[src/t3cs_defines.vh]
// Register indices, field positions, reset values and counts of the timer 3 control block.
`ifndef T3CS_DEFINES_VH
`define T3CS_DEFINES_VH

// ----------------------------------------------------------------------------
// Register indices (byte address is four times the index)
// ----------------------------------------------------------------------------
`define T3CS_IDX_CTRL       10'h091
`define T3CS_IDX_RELOAD_LO  10'h092
`define T3CS_IDX_RELOAD_HI  10'h093
`define T3CS_IDX_COUNT_LO   10'h094
`define T3CS_IDX_COUNT_HI   10'h095
`define T3CS_IDX_CLK_SEL    10'h096
`define T3CS_IDX_IRQ_STAT   10'h097
`define T3CS_IDX_IRQ_MASK   10'h098

// ----------------------------------------------------------------------------
// Control register fields
// ----------------------------------------------------------------------------
`define T3CS_HI_FLAG_BIT    7
`define T3CS_LO_FLAG_BIT    6
`define T3CS_LO_IRQ_EN_BIT  5
`define T3CS_CAPTURE_BIT    4
`define T3CS_SPLIT_BIT      3
`define T3CS_RUN_BIT        2
`define T3CS_EXT_CLK_BIT    0

// ----------------------------------------------------------------------------
// Clock select, interrupt status and mask fields
// ----------------------------------------------------------------------------
`define T3CS_LO_CLK_SEL_BIT 0
`define T3CS_HI_CLK_SEL_BIT 1
`define T3CS_IRQ_HI_BIT     0
`define T3CS_IRQ_LO_BIT     1

// ----------------------------------------------------------------------------
// Reset values and counts
// ----------------------------------------------------------------------------
`define T3CS_RESET_BYTE     8'h00
`define T3CS_BYTE_MAX       8'hFF
`define T3CS_WORD_MAX       16'hFFFF
`define T3CS_DIV12_LAST     4'hB
`define T3CS_DIV8_LAST      3'h7
`define T3CS_RESP_OKAY      2'h0
`define T3CS_RESP_SLVERR    2'h2

`endif

[src/t3cs_top.v]
// Timer 3 control and status block with its counter, reload pair and AXI4-Lite slave.
//
// Design decision made here: register access over AXI4-Lite.
`timescale 1ns/100ps
`include "t3cs_defines.vh"

module t3cs_top (
  input  wire        CLOCK_I,
  input  wire        RST_B_I,
  input  wire        EXT_OSC_I,
  input  wire [11:0] S_AXI_AWADDR_I,
  input  wire        S_AXI_AWVALID_I,
  output reg         S_AXI_AWREADY_O,
  input  wire [31:0] S_AXI_WDATA_I,
  input  wire [3:0]  S_AXI_WSTRB_I,
  input  wire        S_AXI_WVALID_I,
  output reg         S_AXI_WREADY_O,
  output reg  [1:0]  S_AXI_BRESP_O,
  output reg         S_AXI_BVALID_O,
  input  wire        S_AXI_BREADY_I,
  input  wire [11:0] S_AXI_ARADDR_I,
  input  wire        S_AXI_ARVALID_I,
  output reg         S_AXI_ARREADY_O,
  output reg  [31:0] S_AXI_RDATA_O,
  output reg  [1:0]  S_AXI_RRESP_O,
  output reg         S_AXI_RVALID_O,
  input  wire        S_AXI_RREADY_I,
  output reg         IRQ_O
);

  // --------------------------------------------------------------------------
  // Registers
  // --------------------------------------------------------------------------
  reg        hi_overflow_flag;
  reg        lo_overflow_flag;
  reg        lo_overflow_irq_en;
  reg        capture_mode_en;
  reg        split_mode_sel;
  reg        run_ctl;
  reg        ext_clk_sel;
  reg        lo_byte_clk_sel;
  reg        hi_byte_clk_sel;
  reg  [7:0] count_low_byte;
  reg  [7:0] count_high_byte;
  reg  [7:0] reload_low_byte;
  reg  [7:0] reload_high_byte;
  reg  [1:0] irq_status;
  reg  [1:0] irq_mask;
  reg  [9:0] aw_idx;
  reg        aw_full;
  reg  [7:0] w_byte;
  reg        w_lane0;
  reg        w_full;
  reg  [7:0] rd_byte;
  reg        rd_hit;
  reg  [3:0] div12_cnt;
  reg        tick12;
  reg        ext_meta;
  reg        ext_sync;
  reg        ext_prev;
  reg  [2:0] div8_cnt;
  reg        ext_tick;
  reg        lo_tick;
  reg        hi_tick;
  reg  [7:0] next_count_low_byte;
  reg  [7:0] next_count_high_byte;
  reg        hi_event;
  reg        lo_event;
  wire       capture_event;
  wire [9:0] ar_idx      = S_AXI_ARADDR_I[11:2];
  wire       wr_hit      = (aw_idx >= `T3CS_IDX_CTRL) && (aw_idx <= `T3CS_IDX_IRQ_MASK);
  wire       write_go    = aw_full & w_full & ~S_AXI_BVALID_O;
  wire       wr_ctrl     = write_go & w_lane0 & (aw_idx == `T3CS_IDX_CTRL);
  wire       wr_rel_lo   = write_go & w_lane0 & (aw_idx == `T3CS_IDX_RELOAD_LO);
  wire       wr_rel_hi   = write_go & w_lane0 & (aw_idx == `T3CS_IDX_RELOAD_HI);
  wire       wr_cnt_lo   = write_go & w_lane0 & (aw_idx == `T3CS_IDX_COUNT_LO);
  wire       wr_cnt_hi   = write_go & w_lane0 & (aw_idx == `T3CS_IDX_COUNT_HI);
  wire       wr_clk_sel  = write_go & w_lane0 & (aw_idx == `T3CS_IDX_CLK_SEL);
  wire       wr_irq_stat = write_go & w_lane0 & (aw_idx == `T3CS_IDX_IRQ_STAT);
  wire       wr_irq_mask = write_go & w_lane0 & (aw_idx == `T3CS_IDX_IRQ_MASK);

  // --------------------------------------------------------------------------
  // Timebase
  // --------------------------------------------------------------------------
  // The oscillator pin is asynchronous; only ext_sync is read past the first stage.
  // Prescaler ticks
  always @(posedge CLOCK_I) begin
    if (!RST_B_I) begin
      div12_cnt <= 4'h0;
      tick12    <= 1'b0;
      ext_meta  <= 1'b0;
      ext_sync  <= 1'b0;
      ext_prev  <= 1'b0;
      div8_cnt  <= 3'h0;
      ext_tick  <= 1'b0;
    end else begin
      tick12    <= (div12_cnt == `T3CS_DIV12_LAST);
      div12_cnt <= (div12_cnt == `T3CS_DIV12_LAST) ? 4'h0 : div12_cnt + 4'h1;
      ext_meta  <= EXT_OSC_I;
      ext_sync  <= ext_meta;
      ext_prev  <= ext_sync;
      ext_tick  <= 1'b0;
      if (ext_sync & ~ext_prev) begin
        div8_cnt <= div8_cnt + 3'h1;
        // The divided clock falls as the count wraps, which is also its tick.
        ext_tick <= (div8_cnt == `T3CS_DIV8_LAST);
      end
    end
  end

  assign capture_event = capture_mode_en & ext_tick;

  // --------------------------------------------------------------------------
  // Counter
  // --------------------------------------------------------------------------
  always @* begin
    lo_tick = lo_byte_clk_sel ? 1'b1 : (ext_clk_sel ? ext_tick : tick12);
    hi_tick = hi_byte_clk_sel ? 1'b1 : (ext_clk_sel ? ext_tick : tick12);
    next_count_low_byte  = count_low_byte;
    next_count_high_byte = count_high_byte;
    hi_event = 1'b0;
    lo_event = 1'b0;
    if (!split_mode_sel) begin
      if (run_ctl & lo_tick) begin
        if ({count_high_byte, count_low_byte} == `T3CS_WORD_MAX) begin
          next_count_low_byte  = reload_low_byte;
          next_count_high_byte = reload_high_byte;
          hi_event = 1'b1;
          lo_event = 1'b1;
        end else begin
          next_count_low_byte  = count_low_byte + 8'h01;
          next_count_high_byte = count_high_byte + {7'h00, count_low_byte == `T3CS_BYTE_MAX};
          lo_event = (count_low_byte == `T3CS_BYTE_MAX);
        end
      end
    end else begin
      if (lo_tick) begin
        lo_event            = (count_low_byte == `T3CS_BYTE_MAX);
        next_count_low_byte = lo_event ? reload_low_byte : count_low_byte + 8'h01;
      end
      if (run_ctl & hi_tick) begin
        hi_event             = (count_high_byte == `T3CS_BYTE_MAX);
        next_count_high_byte = hi_event ? reload_high_byte : count_high_byte + 8'h01;
      end
    end
  end

  // --------------------------------------------------------------------------
  // Control, counter and reload registers
  // --------------------------------------------------------------------------
  always @(posedge CLOCK_I) begin
    if (!RST_B_I) begin
      hi_overflow_flag   <= 1'b0;
      lo_overflow_flag   <= 1'b0;
      lo_overflow_irq_en <= 1'b0;
      capture_mode_en    <= 1'b0;
      split_mode_sel     <= 1'b0;
      run_ctl            <= 1'b0;
      ext_clk_sel        <= 1'b0;
      lo_byte_clk_sel    <= 1'b0;
      hi_byte_clk_sel    <= 1'b0;
      count_low_byte     <= `T3CS_RESET_BYTE;
      count_high_byte    <= `T3CS_RESET_BYTE;
      reload_low_byte    <= `T3CS_RESET_BYTE;
      reload_high_byte   <= `T3CS_RESET_BYTE;
    end else begin
      if (wr_ctrl) begin
        lo_overflow_irq_en <= w_byte[`T3CS_LO_IRQ_EN_BIT];
        capture_mode_en    <= w_byte[`T3CS_CAPTURE_BIT];
        split_mode_sel     <= w_byte[`T3CS_SPLIT_BIT];
        run_ctl            <= w_byte[`T3CS_RUN_BIT];
        ext_clk_sel        <= w_byte[`T3CS_EXT_CLK_BIT];
      end
      // Only software clears; a set in the same cycle wins.
      if (hi_event | capture_event)
        hi_overflow_flag <= 1'b1;
      else if (wr_ctrl)
        hi_overflow_flag <= w_byte[`T3CS_HI_FLAG_BIT];
      if (lo_event)
        lo_overflow_flag <= 1'b1;
      else if (wr_ctrl)
        lo_overflow_flag <= w_byte[`T3CS_LO_FLAG_BIT];
      if (wr_clk_sel) begin
        lo_byte_clk_sel <= w_byte[`T3CS_LO_CLK_SEL_BIT];
        hi_byte_clk_sel <= w_byte[`T3CS_HI_CLK_SEL_BIT];
      end
      // A software write to a count byte overrides that cycle's increment.
      count_low_byte  <= wr_cnt_lo ? w_byte : next_count_low_byte;
      count_high_byte <= wr_cnt_hi ? w_byte : next_count_high_byte;
      if (capture_event | wr_rel_lo)
        reload_low_byte  <= capture_event ? count_low_byte : w_byte;
      if (capture_event | wr_rel_hi)
        reload_high_byte <= capture_event ? count_high_byte : w_byte;
    end
  end

  // --------------------------------------------------------------------------
  // Interrupt status, mask and output
  // --------------------------------------------------------------------------
  always @(posedge CLOCK_I) begin
    if (!RST_B_I) begin
      irq_status <= 2'h0;
      irq_mask   <= 2'h0;
      IRQ_O      <= 1'b0;
    end else begin
      if (wr_irq_mask)
        irq_mask <= w_byte[1:0];
      if (hi_event | capture_event)
        irq_status[`T3CS_IRQ_HI_BIT] <= 1'b1;
      else if (wr_irq_stat & w_byte[`T3CS_IRQ_HI_BIT])
        irq_status[`T3CS_IRQ_HI_BIT] <= 1'b0;
      if (lo_event & lo_overflow_irq_en)
        irq_status[`T3CS_IRQ_LO_BIT] <= 1'b1;
      else if (wr_irq_stat & w_byte[`T3CS_IRQ_LO_BIT])
        irq_status[`T3CS_IRQ_LO_BIT] <= 1'b0;
      IRQ_O <= |(irq_status & irq_mask);
    end
  end

  // --------------------------------------------------------------------------
  // AXI4-Lite write channel
  // --------------------------------------------------------------------------
  always @(posedge CLOCK_I) begin
    if (!RST_B_I) begin
      aw_idx          <= 10'h000;
      aw_full         <= 1'b0;
      w_byte          <= 8'h00;
      w_lane0         <= 1'b0;
      w_full          <= 1'b0;
      S_AXI_AWREADY_O <= 1'b0;
      S_AXI_WREADY_O  <= 1'b0;
      S_AXI_BVALID_O  <= 1'b0;
      S_AXI_BRESP_O   <= `T3CS_RESP_OKAY;
    end else begin
      if (S_AXI_AWVALID_I & S_AXI_AWREADY_O) begin
        aw_idx          <= S_AXI_AWADDR_I[11:2];
        aw_full         <= 1'b1;
        S_AXI_AWREADY_O <= 1'b0;
      end else if (!aw_full) begin
        S_AXI_AWREADY_O <= 1'b1;
      end
      if (S_AXI_WVALID_I & S_AXI_WREADY_O) begin
        w_byte         <= S_AXI_WDATA_I[7:0];
        w_lane0        <= S_AXI_WSTRB_I[0];
        w_full         <= 1'b1;
        S_AXI_WREADY_O <= 1'b0;
      end else if (!w_full) begin
        S_AXI_WREADY_O <= 1'b1;
      end
      if (write_go) begin
        aw_full        <= 1'b0;
        w_full         <= 1'b0;
        S_AXI_BVALID_O <= 1'b1;
        S_AXI_BRESP_O  <= wr_hit ? `T3CS_RESP_OKAY : `T3CS_RESP_SLVERR;
      end else if (S_AXI_BVALID_O & S_AXI_BREADY_I) begin
        S_AXI_BVALID_O <= 1'b0;
      end
    end
  end

  // --------------------------------------------------------------------------
  // AXI4-Lite read channel
  // --------------------------------------------------------------------------
  always @* begin
    rd_hit = 1'b1;
    rd_byte = 8'h00;
    case (ar_idx)
      `T3CS_IDX_CTRL:      rd_byte = {hi_overflow_flag, lo_overflow_flag, lo_overflow_irq_en,
                                      capture_mode_en, split_mode_sel, run_ctl, 1'b0,
                                      ext_clk_sel};
      `T3CS_IDX_RELOAD_LO: rd_byte = reload_low_byte;
      `T3CS_IDX_RELOAD_HI: rd_byte = reload_high_byte;
      `T3CS_IDX_COUNT_LO:  rd_byte = count_low_byte;
      `T3CS_IDX_COUNT_HI:  rd_byte = count_high_byte;
      `T3CS_IDX_CLK_SEL:   rd_byte = {6'h00, hi_byte_clk_sel, lo_byte_clk_sel};
      `T3CS_IDX_IRQ_STAT:  rd_byte = {6'h00, irq_status};
      `T3CS_IDX_IRQ_MASK:  rd_byte = {6'h00, irq_mask};
      default:             rd_hit = 1'b0;
    endcase
  end

  always @(posedge CLOCK_I) begin
    if (!RST_B_I) begin
      S_AXI_ARREADY_O <= 1'b0;
      S_AXI_RVALID_O  <= 1'b0;
      S_AXI_RDATA_O   <= 32'h00000000;
      S_AXI_RRESP_O   <= `T3CS_RESP_OKAY;
    end else begin
      if (S_AXI_ARVALID_I & S_AXI_ARREADY_O) begin
        S_AXI_ARREADY_O <= 1'b0;
        S_AXI_RVALID_O  <= 1'b1;
        S_AXI_RDATA_O   <= {24'h000000, rd_byte};
        S_AXI_RRESP_O   <= rd_hit ? `T3CS_RESP_OKAY : `T3CS_RESP_SLVERR;
      end else if (S_AXI_RVALID_O & S_AXI_RREADY_I) begin
        S_AXI_RVALID_O  <= 1'b0;
        S_AXI_ARREADY_O <= 1'b1;
      end else if (!S_AXI_RVALID_O) begin
        S_AXI_ARREADY_O <= 1'b1;
      end
    end
  end

endmodule // t3cs_top

[config.mk]
export PLATFORM = sky130hd
export DESIGN_NAME = t3cs_top
export DESIGN_NICKNAME = d
export VERILOG_FILES = /design/src/t3cs_top.v
export VERILOG_INCLUDE_DIRS = /design/src
export SDC_FILE = /design/constraint.sdc
export NUM_CORES = 1
export LEC_CHECK = 0
export ABC_CLOCK_PERIOD_IN_PS = 6300
export BUFFER_PORTS_ARGS = -buffer_cell sky130_fd_sc_hd__buf_2
export CAP_MARGIN = 40
export CORE_AREA = 2 2 101 176
export DETAILED_ROUTE_END_ITERATION = 12
export DIE_AREA = 0 0 103 178
export HOLD_SLACK_MARGIN = 0.02
export PLACE_DENSITY_LB_ADDON = 0.1
export SYNTH_ARGS = -nofsm -noshare
export SYNTH_HDL_FRONTEND = slang
export SYNTH_SLANG_ARGS = --single-unit
[constraint.sdc]
create_clock -name CLOCK_I -period 6.3 [get_ports CLOCK_I]
set_input_delay 1.26 -clock CLOCK_I [delete_from_list [all_inputs] [get_ports CLOCK_I]]
set_output_delay 1.26 -clock CLOCK_I [all_outputs]
set_load 0.005 [all_outputs]
==> impl_metrics.tcl, run 1 <==
set metrics [dict create \
    drt_iter0_markers 308 \
    cts_hold_buffers 0 \
    clock_skew_ns 0.0107 \
    wl_per_cell_microns 18.3 \
    met2_length_microns 8600 \
    ys_ff_latch 94 \
    worstHoldEndpoint "ext_sync" \
    regToRegSetupSlack_ns 3.47 \
    top_layer "met4" \
    ant_nets 0 \
    p_leak_nw 2.16 \
    multiInputGateArea_sq_um 2820 \
    coreArea_sq_um 16900 \
    hold_viol 0 \
    dp.final_hpwl_microns 11900 \
    area_growth_pct 13.8 \
    cts-root-buf "clkbuf_16" \
    syn-cell-area_sq_um 4980 \
    outcome "finished, final reports clean" \
    hp-start "ext_meta" \
    ff2ff_path_depth 6 \
    utilization_pct 33.6 \
    post_synth.cell_area_avg_sq_um 8.20 \
    yosysWarnings 0 \
    grt_pass1_vias 4398 \
    grt_max_degree 50 \
    portBuffers 52 \
    grt_overflow 0 \
    grt_pass1_wl_microns 24500 \
    io_pins 110 \
    critPathLaunch "count_high_byte[1]" \
    hp-class "reg2reg" \
    worstMarginPinSlew_ns 0.927 \
    cts_htree_levels 3 \
    path_clk_slew_ns 0.07 \
    rsz0062_at_grt "no" \
    arrival_ns 3.11 \
    fin_crit_ns 2.83 \
    synth_cells 607 \
    die_y_microns 178 \
    via_per_inst 5.33 \
    dieWidth_microns 103 \
    place_area_sq_um 5340 \
    ys_types 57 \
    post_cts_buffers 0 \
    vias 4636 \
    numClockSinks 94 \
    timing.rr.end "count_high_byte[4]" \
    critPathLaunchType "flip-flop" \
    rr_startpoint "count_high_byte[1]" \
    power_density_nw_per_um2 229 \
    dr_wl_met3_microns 698 \
    cp.required_ns 6.58 \
    placementRows 63 \
    place_congestion 0.857 \
    crit_path_end_kind "flip-flop" \
    dieArea_sq_um 18300 \
    track_usage_pct 17.8 \
    stdcell_area_sq_um 5660 \
    fmax_mhz 353 \
    finalSetupTns_ns 0 \
    cts-resized-gates 0 \
    synth-edff-count 0 \
    holdWs_ns 0.446 \
    whs_path_depth 1 \
    cts_made_buffers 9 \
    drc_errors 0 \
    final_nets 712 \
    ir_drop_uv 121 \
    crit_fanout 7 \
    clock_latency_ns 0.35 \
    start_util_pct 29.5 \
    regArea_sq_um 1880 \
    path_class "reg2reg" \
    cts_tree "done" \
    async_reset_ff_share_pct 0 \
    drtPass1Iterations 5 \
    fin_crit_sh_pct 44.9 \
    met1_length_microns 5730 \
    ys.flop_type "dfxtp_1" \
    finalSetupViolCount 0 \
    clockBufferDepth 2 \
    relSlewSlack_pct 37.7 \
    drive_above_1_share_pct 12.8 \
    diodes 0 \
    dp_slack_ns 3.00 \
    setup_slack_ns 3.47 \
    seq_area_frac_synth_pct 37.8 \
    antenna_found_initial 0 \
    fillers 1845 \
    slew_viol_final 0 \
    wl_microns 15900 \
    maxCapViolCount 0 \
]
flip-flops by register name, summed over array words and instances, names as in the netlist, 4 cells and up:
name,flops
aw_idx,10
S_AXI_RDATA_O,8
count_high_byte,8
count_low_byte,8
reload_high_byte,8
reload_low_byte,8
w_byte,8
div12_cnt,4
where the power goes:
group          internal (W)  switching [W]  total (W)
sequential         0.000606      0.0000171   0.000623
combinational     0.0000283      0.0000435  0.0000718
clock              0.000351       0.000249   0.000601
logic make-up after synthesis:
kind of cell             after synthesis  share of synthesized area [%]
AO/OA/AOI/OAI                        164                           20.5
XOR/XNOR                              11                           1.94
adder cells (fa/ha/maj)                7                           1.76
buffers and inverters                 73                           7.52
flip-flops                            94                           37.8
multiplexers                          40                           8.65
other                                  1                         0.0753
AND/OR/NAND/NOR                      217                           21.8
metrics by stage:
step / instances / power [W]
global placement: 851 / 0.000708
floorplan: 632 / 0.000688
global route: 869 / 0.00135
CTS: 868 / 0.00131
finish: 869 / 0.00130
detailed placement: 852 / 0.000710
cell usage in the layout, fill, tap and decap left out, types with 6 or more instances in the layout:
cell type  Yosys  layout
a31oi_1       11      11
dfxtp_1       94      94
buf_2          2      52
nor2_1        54      54
and2_1         9       9
a21oi_1       59      59
nor3_1         9       9
nand3_1       20      20
nand4_1       10      10
conb_1         1      26
xnor2_1        8       8
ha_1           7       7
nand2_1       68      68
inv_1         10      10
mux2i_1       34      34
o21ai_0       40      40
clkbuf_16      0       9
o221ai_1       6       6
a221o_1        6       6
and3_1        12      12
routing by layer:
metal  global-route usage (%)  vias up
li1                         -     2212
met1                     19.1     2211
met2                     31.8      173
met3                     2.98       40
met4                     10.5        0
met5                        0        -
area by class of cell:
cell class / instances / share of cell area (%)
clock buffer: 10 / 4.04
clock inverter: 6 / 1.66
inverter: 10 / 0.663
multi-input combinational: 465 / 49.8
sequential: 94 / 33.2
tap: 227 / 5.02
timing repair buffer: 57 / 5.57
synth_stat cells, drive strengths merged, types with 4 or more instances:
master  instances  share of area (%)
a211oi          5               0.75
a21oi          59                5.9
a221o           6                1.2
a221oi          4               0.70
a22o            4               0.70
a22oi           5               0.75
a31oi          11                1.4
and2            9                1.1
and3           12                1.5
buf            31                4.3
clkbuf         32                2.4
dfxtp          94                 38
ha              7                1.8
inv            10               0.75
mux2            4               0.90
mux2i          34                6.8
nand2          68                5.1
nand2b          4               0.50
nand3          20                2.0
nand3b          4               0.60
nand4          10                1.3
nor2           54                4.1
nor2b           5               0.63
nor3            9               0.90
nor3b           4               0.60
o21ai          40                4.0
o221ai          6                1.1
o22ai           4               0.50
xnor2           8                1.4
worst max-delay path by stage:
stage                                    end  slack, ns  depth (start not counted)
after floorplan             S_AXI_RDATA_O[2]       3.47                          6
after global placement      S_AXI_RDATA_O[4]       3.10                          6
after detailed placement    S_AXI_RDATA_O[4]       3.00                          6
after CTS                   S_AXI_RDATA_O[4]       3.42                          6
after global routing      count_high_byte[4]       3.23                          6
final                     count_high_byte[4]       3.47                          6
critical path, stage by stage, from the launching register on:
cell,delay (ns)
dfxtp_1,0.50
ha_1,0.36
nand4_1,0.20
nor2_1,0.47
a21boi_0,0.68
mux2_2,0.41
o22ai_1,0.15
(Power assumes the default switching activity.)
==> run 2: changes to the inputs <==
--- a/config.mk
+++ b/config.mk
@@ -6,7 +6,7 @@
 export SDC_FILE = /design/constraint.sdc
 export NUM_CORES = 1
 export LEC_CHECK = 0
-export ABC_CLOCK_PERIOD_IN_PS = 6300
+export ABC_CLOCK_PERIOD_IN_PS = 2290
 export BUFFER_PORTS_ARGS = -buffer_cell sky130_fd_sc_hd__buf_2
 export CAP_MARGIN = 40
 export CORE_AREA = 2 2 101 176
==> constraint.sdc (replaced) <==
create_clock -name CLOCK_I -period 2.29 [get_ports CLOCK_I]
set_input_delay 0.458 -clock CLOCK_I [delete_from_list [all_inputs] [get_ports CLOCK_I]]
set_output_delay 0.458 -clock CLOCK_I [all_outputs]
set_load 0.005 [all_outputs]
==> impl_metrics.tcl, run 2 (synthesized netlist as in run 1, its figures left out) <==
set metrics [dict create \
    start_util_pct 29.5 \
    cts_made_buffers 9 \
    rsz0062_at_grt "yes" \
    portBuffers 52 \
    cp.required_ns 2.52 \
    total_power_w 0.00344 \
    largest_reg_flops 10 \
    finalSetupViolCount 0 \
    critPathLaunchType "flip-flop" \
    ff2ff_path_depth 6 \
    cts-root-buf "clkbuf_16" \
    relSlewSlack_pct 62.0 \
    fin_crit_sh_pct 97.6 \
    die_y_microns 178 \
    ant_nets 0 \
    fillers 1811 \
    whs_path_depth 2 \
    path_clk_slew_ns 0.07 \
    dp.final_hpwl_microns 12400 \
    power_density_nw_per_um2 571 \
    hold_viol 0 \
    slowest_delay_ns 0.54 \
    top_register "aw_idx" \
    place_congestion 0.856 \
    drc_errors 0 \
    p_leak_nw 2.39 \
    grt_pass1_wl_microns 25100 \
    numClockSinks 94 \
    outcome "finished, final reports clean" \
    via_per_inst 5.10 \
    diodes 0 \
    wl_microns 16100 \
    cp_top_family "simple AND/OR/NAND/NOR gates" \
    drt_iter0_markers 219 \
    place_area_sq_um 5690 \
    slew_viol_final 0 \
    ir_drop_uv 306 \
    clock_skew_ns 0.00897 \
    vias 4670 \
    io_pins 110 \
    regArea_sq_um 1880 \
    utilization_pct 35.8 \
    crit_path_end_kind "flip-flop" \
    area_growth_pct 21.2 \
    hp-class "in2reg" \
    worstMarginPinSlew_ns 0.570 \
    multiInputGateArea_sq_um 2870 \
    grt_max_degree 36 \
    finalSetupTns_ns 0 \
    arrival_ns 2.46 \
    post_cts_buffers 0 \
    layout_commonest_cell "dfxtp_1" \
    path_cells "or4b_4 -> or4_4 -> nor4b_4 -> buf_6 -> mux2i_1 -> a21oi_1" \
    drive_above_1_share_pct 20.2 \
    dieArea_sq_um 18300 \
    path_class "reg2reg" \
    cp.depth 6 \
    grt_overflow 0 \
    cts_tree "done" \
    clockBufferDepth 2 \
    fin_crit_ns 2.24 \
    track_usage_pct 18.2 \
    drtPass1Iterations 5 \
    fmax_mhz 447 \
    final_cell_mix "93 x dfxtp_1, 67 x nand2_1, 59 x a21oi_1" \
    placementRows 63 \
    wl_per_cell_microns 17.6 \
    cts_hold_buffers 0 \
    holdWs_ns 0.311 \
    crit_slowest_cell "or4_4" \
    dieWidth_microns 103 \
    path_buf_inv 1 \
    stdcell_area_sq_um 6030 \
    grt_pass1_vias 4656 \
    coreArea_sq_um 16900 \
    final_nets 758 \
    clock_latency_ns 0.35 \
    cts_htree_levels 3 \
    maxCapViolCount 0 \
    antenna_found_initial 0 \
    crit_fanout 8 \
]
-- run 2: cell count changes in the layout (fill, tap and decap cells not counted), sizes merged --
cell	change
inv	+3
buf	+47
bufinv	-2
clkinvlp	-1
clkbuf	-1
-- run 2: metrics by stage --
step,setup WS [ns],instances
2_1_floorplan,-0.0390,632
3_3_place_gp,0.00628,899
3_5_place_dp,-0.0678,899
4_1_cts,0.00957,915
5_1_grt,-0.0676,915
6_report,0.0543,915
-- run 2: repair_timing --
item	in CTS	in global routing
endpoints found under the setup margin	14	20
pin swaps	0	4
resized for setup	4	8
-- run 2: worst reg2reg max path, stage by stage, from the launching register on --
cell	delay (ns)
dfxtp_2	0.32
or4b_4	0.53
or4_4	0.54
nor4b_4	0.24
buf_6	0.19
mux2i_1	0.21
a21oi_1	0.08
-- run 2: cell type report --
class,instances,share of cell area (%)
clock buffers,10,3.96
clock inverters,6,0.996
inverters,10,0.622
multi-input cells,465,47.6
flip-flops and latches,94,31.2
well taps,227,4.71
repair buffers,103,10.9
-- run 2: worst paths after layout --
check	from	end	slack (ns)
setup reg to reg	aw_idx[6]	reload_high_byte[6]	0.05
hold / removal	EXT_OSC_I	ext_meta	0.31
hold reg to reg	ext_meta	ext_sync	0.44
setup / recovery	aw_idx[6]	reload_high_byte[6]	0.05
-- run 2: power by group --
part | switching, W | leakage, nW | internal (W)
clock | 0.000720 | 0.149 | 0.000798
combinational | 0.000130 | 1.48 | 0.0000878
sequential | 0.0000390 | 0.762 | 0.00167
-- run 2: per-layer routing --
metal / global-route usage, % / up-vias / share of wire, %
met3: 2.63 / 36 / 3.1
met5: 0 / - / 0
li1: - / 2308 / -
met1: 18.7 / 2218 / 37
met4: 8.39 / 0 / 4.6
met2: 35.0 / 108 / 56
